### config.mk
export PLATFORM = sky130hd
export DESIGN_NAME = fobs_fast_ocp
export DESIGN_NICKNAME = d
export VERILOG_FILES = /design/src/fobs_pkg.sv /design/src/fobs_fast_ocp.sv /design/src/fobs_span_counter.sv
export SDC_FILE = /design/constraint.sdc
export NUM_CORES = 1
export LEC_CHECK = 0
export ABC_AREA = 1
export ABC_CLOCK_PERIOD_IN_PS = 5500
export BUFFER_PORTS_ARGS = -buffer_cell sky130_fd_sc_hd__buf_2
export CORE_AREA = 2 2 110 219
export DETAILED_ROUTE_END_ITERATION = 10
export DIE_AREA = 0 0 112 221
export SLEW_MARGIN = 20
export SYNTH_ARGS = -nofsm -noshare
export SYNTH_HDL_FRONTEND = slang
export SYNTH_SLANG_ARGS = --single-unit
### constraint.sdc
create_clock -name mclk_in -period 5.5 [get_ports mclk_in]
set_input_delay 0.825 -clock mclk_in [delete_from_list [all_inputs] [get_ports mclk_in]]
set_output_delay 0.825 -clock mclk_in [all_outputs]
set_load 0.005 [all_outputs]
### src/fobs_pkg.sv
// package: register map, field layouts and timing constants of the fast overcurrent slice
package fobs_pkg;
    // ****************************************
    // register map
    // ****************************************
    localparam logic [15:0] FOBS_ADDR_VIN_SCALE = 16'hfe3b;
    localparam logic [15:0] FOBS_ADDR_IIN_GAIN = 16'hfe3c;
    localparam logic [15:0] FOBS_ADDR_OCP_TIMING = 16'hfe3d;
    // writable bit masks, reserved bits read as zero
    localparam logic [15:0] FOBS_MASK_VIN_SCALE = 16'h3bff;
    localparam logic [15:0] FOBS_MASK_IIN_GAIN = 16'hfbff;
    localparam logic [15:0] FOBS_MASK_OCP_TIMING = 16'h001f;
    localparam logic [15:0] FOBS_RST_VIN_SCALE = 16'h0000;
    localparam logic [15:0] FOBS_RST_IIN_GAIN = 16'h0000;
    localparam logic [15:0] FOBS_RST_OCP_TIMING = 16'h0000;
    localparam logic [15:0] FOBS_RD_ZERO = 16'h0000;

    // ****************************************
    // field layouts
    // ****************************************
    typedef struct packed {
        logic [1:0] rsvd_hi;
        logic [2:0] exponent;
        logic rsvd_mid;
        logic [9:0] mantissa;
    } fobs_vin_scale_t;

    typedef struct packed {
        logic [4:0] exponent;
        logic rsvd_mid;
        logic [9:0] mantissa;
    } fobs_iin_gain_t;

    typedef struct packed {
        logic [10:0] rsvd_hi;
        logic [1:0] debounce;
        logic [2:0] blank;
    } fobs_ocp_timing_t;

    // ****************************************
    // timing
    // ****************************************
    localparam int FOBS_CLK_PERIOD_PS = 4000;
    localparam int FOBS_CNT_W = 8;
    localparam int FOBS_DEB_NS [4] = '{40, 80, 120, 240};
    localparam int FOBS_BLANK_NS [8] = '{40, 80, 120, 160, 200, 400, 600, 800};
    localparam logic [2:0] FOBS_THR_NEG_BIT = 3'h4;

    // least times round up to whole cycles, never below one
    function automatic logic [FOBS_CNT_W-1:0] fobs_ns_to_cyc(input int ns);
        int c;
        c = (ns * 1000 + FOBS_CLK_PERIOD_PS - 1) / FOBS_CLK_PERIOD_PS;
        if (c < 1) begin
            c = 1;
        end
        return c[FOBS_CNT_W-1:0];
    endfunction
endpackage

### src/fobs_fast_ocp.sv
// fast overcurrent slice: scale registers, blanking, debounce and pwm shutdown
`timescale 1ns/1ps
module fobs_fast_ocp
    import fobs_pkg::*;
#(
    parameter int PWM_N = 4
) (
    input wire logic mclk_in,
    input wire logic rst_n_in,
    input wire logic [15:0] reg_addr_in,
    input wire logic reg_wr_en_in,
    input wire logic [15:0] reg_wr_data_in,
    output logic [15:0] reg_rd_data_out,
    input wire logic [2:0] current_limit_threshold_in,
    input wire logic cs_over_pos_in,
    input wire logic cs_over_neg_in,
    input wire logic pwm_on_start_in,
    input wire logic cycle_start_in,
    input wire logic [PWM_N-1:0] pwm_in,
    output logic [PWM_N-1:0] pwm_out,
    output logic fast_ocp_trip_out,
    output fobs_vin_scale_t input_voltage_scale_out,
    output fobs_iin_gain_t input_current_sense_gain_out
);
    // ****************************************
    // reset release
    // ****************************************
    logic rst_meta_r;
    logic rst_n_r;

    // async assert, two-flop release so all flops leave reset on one edge
    always_ff @(posedge mclk_in or negedge rst_n_in) begin
        if (!rst_n_in) begin
            rst_meta_r <= 1'b0;
            rst_n_r <= 1'b0;
        end else begin
            rst_meta_r <= 1'b1;
            rst_n_r <= rst_meta_r;
        end
    end

    // ****************************************
    // registers
    // ****************************************
    fobs_ocp_timing_t timing_r;
    logic [15:0] rd_nxt;

    // writes store only the writable bits
    always_ff @(posedge mclk_in or negedge rst_n_r) begin
        if (!rst_n_r) begin
            input_voltage_scale_out <= FOBS_RST_VIN_SCALE;
            input_current_sense_gain_out <= FOBS_RST_IIN_GAIN;
            timing_r <= FOBS_RST_OCP_TIMING;
        end else if (reg_wr_en_in) begin
            if (reg_addr_in == FOBS_ADDR_VIN_SCALE) begin
                input_voltage_scale_out <= reg_wr_data_in & FOBS_MASK_VIN_SCALE;
            end
            if (reg_addr_in == FOBS_ADDR_IIN_GAIN) begin
                input_current_sense_gain_out <= reg_wr_data_in & FOBS_MASK_IIN_GAIN;
            end
            if (reg_addr_in == FOBS_ADDR_OCP_TIMING) begin
                timing_r <= reg_wr_data_in & FOBS_MASK_OCP_TIMING;
            end
        end
    end

    // read mux, unmapped addresses read zero
    always_comb begin
        unique case (reg_addr_in)
            FOBS_ADDR_VIN_SCALE: rd_nxt = input_voltage_scale_out;
            FOBS_ADDR_IIN_GAIN: rd_nxt = input_current_sense_gain_out;
            FOBS_ADDR_OCP_TIMING: rd_nxt = timing_r;
            default: rd_nxt = FOBS_RD_ZERO;
        endcase
    end

    // registered read data, one cycle after the address
    always_ff @(posedge mclk_in or negedge rst_n_r) begin
        if (!rst_n_r) begin
            reg_rd_data_out <= FOBS_RD_ZERO;
        end else begin
            reg_rd_data_out <= rd_nxt;
        end
    end

    // ****************************************
    // timing decode
    // ****************************************
    logic [FOBS_CNT_W-1:0] deb_limit;
    logic [FOBS_CNT_W-1:0] blank_limit;

    // times become cycle counts at the core clock rate
    always_comb begin
        deb_limit = fobs_ns_to_cyc(FOBS_DEB_NS[timing_r.debounce]);
        blank_limit = fobs_ns_to_cyc(FOBS_BLANK_NS[timing_r.blank]);
    end

    // ****************************************
    // comparator, blanking and debounce
    // ****************************************
    logic cmp_act_r;
    logic blank_done;
    logic blanking;
    logic qual;
    logic deb_done;
    logic trip_set;

    // polarity choice registered with the sample to keep the path short
    always_ff @(posedge mclk_in or negedge rst_n_r) begin
        if (!rst_n_r) begin
            cmp_act_r <= 1'b0;
        end else if ((current_limit_threshold_in & FOBS_THR_NEG_BIT) != 3'h0) begin
            cmp_act_r <= cs_over_neg_in;
        end else begin
            cmp_act_r <= cs_over_pos_in;
        end
    end

    // blanking restarts on every on-time start
    fobs_span_counter #(.W(FOBS_CNT_W)) u_blank (
        .clk_in(mclk_in),
        .rst_n_in(rst_n_r),
        .clr_in(pwm_on_start_in),
        .limit_in(blank_limit),
        .done_out(blank_done)
    );

    // comparator is masked while blanking so switching spikes never count
    assign blanking = !blank_done;
    assign qual = cmp_act_r && !blanking;

    // any drop of the qualified comparator restarts the debounce run
    fobs_span_counter #(.W(FOBS_CNT_W)) u_debounce (
        .clk_in(mclk_in),
        .rst_n_in(rst_n_r),
        .clr_in(!qual),
        .limit_in(deb_limit),
        .done_out(deb_done)
    );

    assign trip_set = deb_done && qual;

    // ****************************************
    // pwm shutdown
    // ****************************************
    // a trip in the cycle-start cycle wins so it is never lost
    always_ff @(posedge mclk_in or negedge rst_n_r) begin
        if (!rst_n_r) begin
            fast_ocp_trip_out <= 1'b0;
        end else if (trip_set) begin
            fast_ocp_trip_out <= 1'b1;
        end else if (cycle_start_in) begin
            fast_ocp_trip_out <= 1'b0;
        end
    end

    // outputs are gated from the trip cycle itself, one flop of latency
    always_ff @(posedge mclk_in or negedge rst_n_r) begin
        if (!rst_n_r) begin
            pwm_out <= '0;
        end else if (trip_set || fast_ocp_trip_out) begin
            pwm_out <= '0;
        end else begin
            pwm_out <= pwm_in;
        end
    end

    // ****************************************
    // assertions
    // ****************************************
    vin_write_a: assert property (@(posedge mclk_in) disable iff (!rst_n_r)
        reg_wr_en_in && reg_addr_in == FOBS_ADDR_VIN_SCALE |=>
        input_voltage_scale_out == ($past(reg_wr_data_in) & FOBS_MASK_VIN_SCALE))
        else $error("input voltage scale write wrong");
    gain_write_a: assert property (@(posedge mclk_in) disable iff (!rst_n_r)
        reg_wr_en_in && reg_addr_in == FOBS_ADDR_IIN_GAIN |=>
        input_current_sense_gain_out == ($past(reg_wr_data_in) & FOBS_MASK_IIN_GAIN))
        else $error("current sense gain write wrong");
    debounce_held_a: assert property (@(posedge mclk_in) disable iff (!rst_n_r)
        $rose(fast_ocp_trip_out) |-> $past(qual, 1) && $past(qual, 5) && $past(qual, 10))
        else $error("trip without held comparator");
    pwm_off_a: assert property (@(posedge mclk_in) disable iff (!rst_n_r)
        fast_ocp_trip_out |=> pwm_out == '0)
        else $error("pwm active during shutdown");
    cycle_resume_a: assert property (@(posedge mclk_in) disable iff (!rst_n_r)
        cycle_start_in && !trip_set |=> !fast_ocp_trip_out)
        else $error("shutdown not ended at cycle start");
    trip_hold_a: assert property (@(posedge mclk_in) disable iff (!rst_n_r)
        fast_ocp_trip_out && !cycle_start_in |=> fast_ocp_trip_out)
        else $error("shutdown ended inside the cycle");
    set_wins_a: assert property (@(posedge mclk_in) disable iff (!rst_n_r)
        trip_set |=> fast_ocp_trip_out && pwm_out == '0)
        else $error("trip not taken at once");
    deb_decode_a: assert property (@(posedge mclk_in) disable iff (!rst_n_r)
        timing_r.debounce == 2'h3 |-> deb_limit == 8'h3c)
        else $error("debounce 240 ns decode wrong");
    blank_mask_a: assert property (@(posedge mclk_in) disable iff (!rst_n_r)
        pwm_on_start_in && !fast_ocp_trip_out && !trip_set |=> !fast_ocp_trip_out [*8])
        else $error("trip during blanking");
    blank_decode_a: assert property (@(posedge mclk_in) disable iff (!rst_n_r)
        timing_r.blank == 3'h7 |-> blank_limit == 8'hc8)
        else $error("blanking 800 ns decode wrong");
    polarity_sel_a: assert property (@(posedge mclk_in) disable iff (!rst_n_r)
        current_limit_threshold_in[2] |=> cmp_act_r == $past(cs_over_neg_in))
        else $error("negative sensing not selected");
    blank_start_a: assert property (@(posedge mclk_in) disable iff (!rst_n_r)
        pwm_on_start_in |=> blanking [*8])
        else $error("blanking not started at on-time");

    trip_seen_c: cover property (@(posedge mclk_in) disable iff (!rst_n_r) $rose(fast_ocp_trip_out));
    resume_c: cover property (@(posedge mclk_in) disable iff (!rst_n_r) $fell(fast_ocp_trip_out));
    blank_hit_c: cover property (@(posedge mclk_in) disable iff (!rst_n_r) blanking && cmp_act_r);
    neg_trip_c: cover property (@(posedge mclk_in) disable iff (!rst_n_r)
        current_limit_threshold_in[2] && trip_set);
    set_wins_c: cover property (@(posedge mclk_in) disable iff (!rst_n_r) cycle_start_in && trip_set);
endmodule // fobs_fast_ocp

### src/fobs_span_counter.sv
// span counter: flags when a run of uncleared cycles reaches a limit
`timescale 1ns/1ps
module fobs_span_counter
    import fobs_pkg::*;
#(
    parameter int W = FOBS_CNT_W
) (
    input wire logic clk_in,
    input wire logic rst_n_in,
    input wire logic clr_in,
    input wire logic [W-1:0] limit_in,
    output logic done_out
);
    logic [W-1:0] cnt_r;
    logic [W-1:0] cnt_nxt;

    // saturate at the limit so a long run cannot wrap and drop the flag
    always_comb begin
        if (clr_in) begin
            cnt_nxt = '0;
        end else if (cnt_r >= limit_in) begin
            cnt_nxt = cnt_r;
        end else begin
            cnt_nxt = cnt_r + W'(1);
        end
    end

    // count state
    always_ff @(posedge clk_in or negedge rst_n_in) begin
        if (!rst_n_in) begin
            cnt_r <= '0;
        end else begin
            cnt_r <= cnt_nxt;
        end
    end

    // done flag
    always_ff @(posedge clk_in or negedge rst_n_in) begin
        if (!rst_n_in) begin
            done_out <= 1'b0;
        end else begin
            done_out <= !clr_in && (cnt_nxt >= limit_in);
        end
    end
endmodule // fobs_span_counter

==> flow_summary_export.csv <==
group,metric,value,unit
status,outcome,"finished with violations",
status,violations,"setup timing",
clock_tree,tritoncts,"built",
setup_path,crit_path_max_fanout,12,
setup_path,critical-path-top-delay-family,"simple AND/OR/NAND/NOR gates",
global_route,grt_pass1_wl,41.4,mm
setup_path,path_buf_inv,12,
global_route,grt_pass1_vias,8812,
synthesis,synth-compound-area-share,10.6,%
placement,post-place-ws,-6.39,ns
setup_path,max_stage_delay,0.53,ns
setup_path,critical_path_class,"reg -> reg",
floorplan,floorplan.initialDensity,34.5,%
finish,finalInstanceArea,11900,um2
finish,post_layout_nonfiller_instances,1726,
setup_path,critical-path-slowest-cell,"fa_1",
timing,slew-limit-headroom,37.2,%
setup_path,r2r_setup_slack,-5.91,ns
timing,finalSetupViolCount,10,
timing,grt_setup_unrepaired,"yes",
synthesis,synth.yosys.warnings,0,
clock_tree,holdBufCountCts,0,
floorplan,die-area,24800,um2
pwr,post-layout-total-power,1.17,mW
pwr,leakage,6.35,nW
pwr,power.ir.vdd_worst,0.000193,V
setup_path,worst-path-stages,87,
timing,final_period_minus_worst_setup_slack,11.41,ns
finish,area.growth.synth_to_final,49.9,%
synthesis,share_of_the_yosys_chip_area_belonging_to_registers,23.2,%
global_route,initial_antenna_violation_count,0,
finish,num_antenna_cells,0,
flow_run,cap_viol_max_count,0,
placement,dp_cells,1656,
synthesis,synth_top_area_cell,"dfrtp_1",
synthesis,synth.mux.area_fraction,0.424,%
global_route,largest_net_degree_at_the_start_of_global_routing,73,
detailed_routing,number_of_antenna_violating_nets_in_the_routed_design,0,
clock_tree,cts_buffer_depth,2,
synthesis,area_share_of_xor_xnor_cells_in_the_synthesized_design,3.66,%
worst_hold_path,timing.hold.worst.class,"in -> async",
clock_tree,cts_inserted_buffers,9,
detailed_routing,drcViolationCount,0,
synthesis,netlist_top_cells_area,"dfrtp_1 (23%), ha_1 (16%), nand2_1 (12%)",
detailed_routing,post_drt_via_cell_ratio,4.96,
pwr,power.sequential.fraction,47.8,%
timing,final.hold.worst_slack,0.264,ns
pwr,clkPwrFrac,46.6,%
timing,maxSlewViolCount,0,
finish,fin_nets,1600,
placement,dp_hpwl,20.6,mm
pwr,total_switching_power,0.278,mW
floorplan,std_cell_rows,79,
pwr,power_density,98.3,nW/um2
clock_tree,tritoncts_num_sinks,74,
synthesis,yosysTopAreaCellShare,23.2,%
clock_tree,clkSlewWorstSetupHoldPaths,0.06,ns
synthesis,synth_top_family_by_area,"simple AND/OR/NAND/NOR gates",
setup_path,worst_setup_path_end_kind,"flop",
finish,utilization,51.6,%
floorplan,num_io_pins,99,
setup_path,setup.worst_path.start_class,"flop",
synthesis,synthSimpleGateAreaFrac,31.9,%
floorplan,die_span_y,221,um
timing,hold_violations,0,
pwr,share_comb_of_total_power,5.6,%
timing,clock.fmax,87.6,MHz
timing,period_share,208,%
synthesis,netlist-cell-type-count,57,
timing,tightest_pin_transition,0.942,ns
detailed_routing,detail_route.wirelength,25.6,mm
timing,setup_total_negative_slack,-46.25,ns
synthesis,synth-adder-area-share,19.2,%
setup_path,required,5.72,ns
floorplan,core,23100,um2
pwr,intPower,0.897,mW
synthesis,synth.cell_area,7970,um2
detailed_routing,post_drt_wl_per_cell,14.8,um
floorplan,die-width,112,um
detailed_routing,number_of_drc_markers_after_the_initial_detailed_route_iteration,303,
synthesis,postSynthAreaPerCell,7.25,um2
detailed_routing,drt_pass1_iterations,4,
detailed_routing,routed-via-count,8556,
timing,finalWorstSetupSlack,-5.91,ns
setup_path,critical_path_arrival,11.63,ns
clock_tree,clock_tree.root_cell,"clkbuf_16",
pwr,sw_frac_of_total,23.6,%
timing,clock-skew-final,0.00694,ns
finish,post_route_cells_drive_above_1_share,44.3,%
synthesis,postSynthRegisterBits,74,
synthesis,synthesis.instances,1100,
setup_path,worstReg2RegEnd,"u_blank.done_out",
placement,place_congestion,0.925,
clock_tree,clock_insertion_delay_worst_skew,0.33,ns
synthesis,async_flop_share,100,%
synthesis,postSynth.topFlopCell,"dfrtp_1",
setup_path,worstRegToRegCells,87,
global_route,groute.usage.overall,20.5,%
placement,port_buffers,90,
setup_path,reg2reg_from,"timing_r[0]",
clock_tree,clock_tree.htree_level_count,3,
global_route,globalRoute.totalOverflow,0,
synthesis,post_synth_edffs,0,
placement,placed_cell_area,10400,um2
[synth_stat cells (3+ instances only)]
| master | count |
|---|---|
| nand2_1 | 246 |
| inv_1 | 168 |
| ha_1 | 105 |
| nand3_1 | 87 |
| dfrtp_1 | 74 |
| nor2_1 | 71 |
| o21ai_0 | 55 |
| nand2_2 | 31 |
| a21oi_1 | 30 |
| nand4_1 | 23 |
| nor2_2 | 17 |
| nor3_1 | 17 |
| inv_2 | 15 |
| xor2_1 | 13 |
| fa_1 | 11 |
| nand2_4 | 9 |
| nand3_2 | 9 |
| o211ai_1 | 9 |
| o21a_1 | 9 |
| xnor2_1 | 9 |
| a22o_1 | 8 |
| clkbuf_1 | 7 |
| o21bai_1 | 6 |
| a21o_1 | 5 |
| buf_4 | 5 |
| buf_6 | 5 |
| nor2_4 | 5 |
| nor4_1 | 5 |
| clkinv_1 | 4 |
| a211oi_1 | 3 |
| mux2_2 | 3 |
| nand3b_1 | 3 |
| o21ai_1 | 3 |
[cell families (layout without fill, tap and decap cells)]
family | Yosys count | in the layout
adders and majority gates | 116 | 116
AOI/OAI and AO/OA | 140 | 140
other | 2 | 6
and+or+nand+nor | 530 | 532
xor gates and xnor gates | 26 | 26
muxes | 3 | 3
DFF | 74 | 74
buffers and inverters | 209 | 546
[flip-flops by register name (all words and copies together), names as in the netlist]
| register | count |
|---|---|
| cmp_act_r | 1 |
| fast_ocp_trip_out | 1 |
| input_current_sense_gain_out | 15 |
| input_voltage_scale_out | 13 |
| pwm_out | 4 |
| reg_rd_data_out | 15 |
| rst_meta_r | 1 |
| rst_n_r | 1 |
| timing_r | 5 |
| u_blank.cnt_r | 8 |
| u_blank.done_out | 1 |
| u_debounce.cnt_r | 8 |
| u_debounce.done_out | 1 |
[cell usage in the layout, fill, tap and decap left out, types with 24 or more instances in the layout]
master   instances
nand2_2         72
ha_1            88
inv_2           24
nor2_1          50
buf_2           90
nand2_1        194
nand3_2         29
buf_4          232
nand3_1         59
dfrtp_1         69
o21ai_0         37
nor2_2          24
inv_1          151
[worst reg2reg max path, delay by kind of cell, from the launching register on]
kind | cells | cell delay, ns
AOI/OAI and AO/OA | 15 | 2.00
xor gates and xnor gates | 1 | 0.16
adders and majority gates | 9 | 3.01
buffers and inverters | 12 | 1.27
DFF | 1 | 0.43
and+or+nand+nor | 50 | 4.41
[timing repair]
item / 4_1_cts / 5_1_grt
gates resized for setup: 101 / 121
pin swaps: 96 / 91
setup endpoints to repair: 11 / 11
setup buffers: 36 / 16
hold endpoints to repair: 0 / 0
gates cloned: 3 / 0
[final cells by class]
type	instances	area (um2)
Clock buffer	10	239
Clock inverter	6	40.0
Fill cell	2243	11200
Inverter	189	749
Multi-Input combinational cell	823	6270
Sequential cell	74	1860
Tap cell	283	354
Timing Repair Buffer	341	2430
[worst max-delay path by stage]
stage,startpoint,endpoint,slack [ns]
floorplan,timing_r[0],u_blank.done_out,-5.53
global placement,timing_r[2],u_blank.done_out,-6.23
detailed placement,timing_r[2],u_blank.done_out,-6.39
CTS,timing_r[0],u_blank.done_out,-5.97
global route,timing_r[1],u_blank.done_out,-6.79
finish,timing_r[0],u_blank.done_out,-5.91
[power by group through the flow]
| stage | clock network (mW) | logic (mW) | registers [mW] |
|---|---|---|---|
| after global routing | 0.578 | 0.0744 | 0.564 |
| after detailed placement | 0 | 0.0576 | 0.572 |
| final | 0.547 | 0.0657 | 0.562 |
| after CTS | 0.556 | 0.0609 | 0.563 |
| after global placement | 0 | 0.0564 | 0.572 |
| after floorplan | 0 | 0.0301 | 0.569 |
[routing by layer]
| metal | routed length (um) | part of all wire, % | track usage [%] |
|---|---|---|---|
| met1 | 8050 | 31 | 17.9 |
| met5 | 0 | 0 | 0 |
| met4 | 1900 | 7.4 | 12.0 |
| met3 | 449 | 1.8 | 1.59 |
| met2 | 15200 | 59 | 43.3 |
Power figures use the tool's default switching activity.
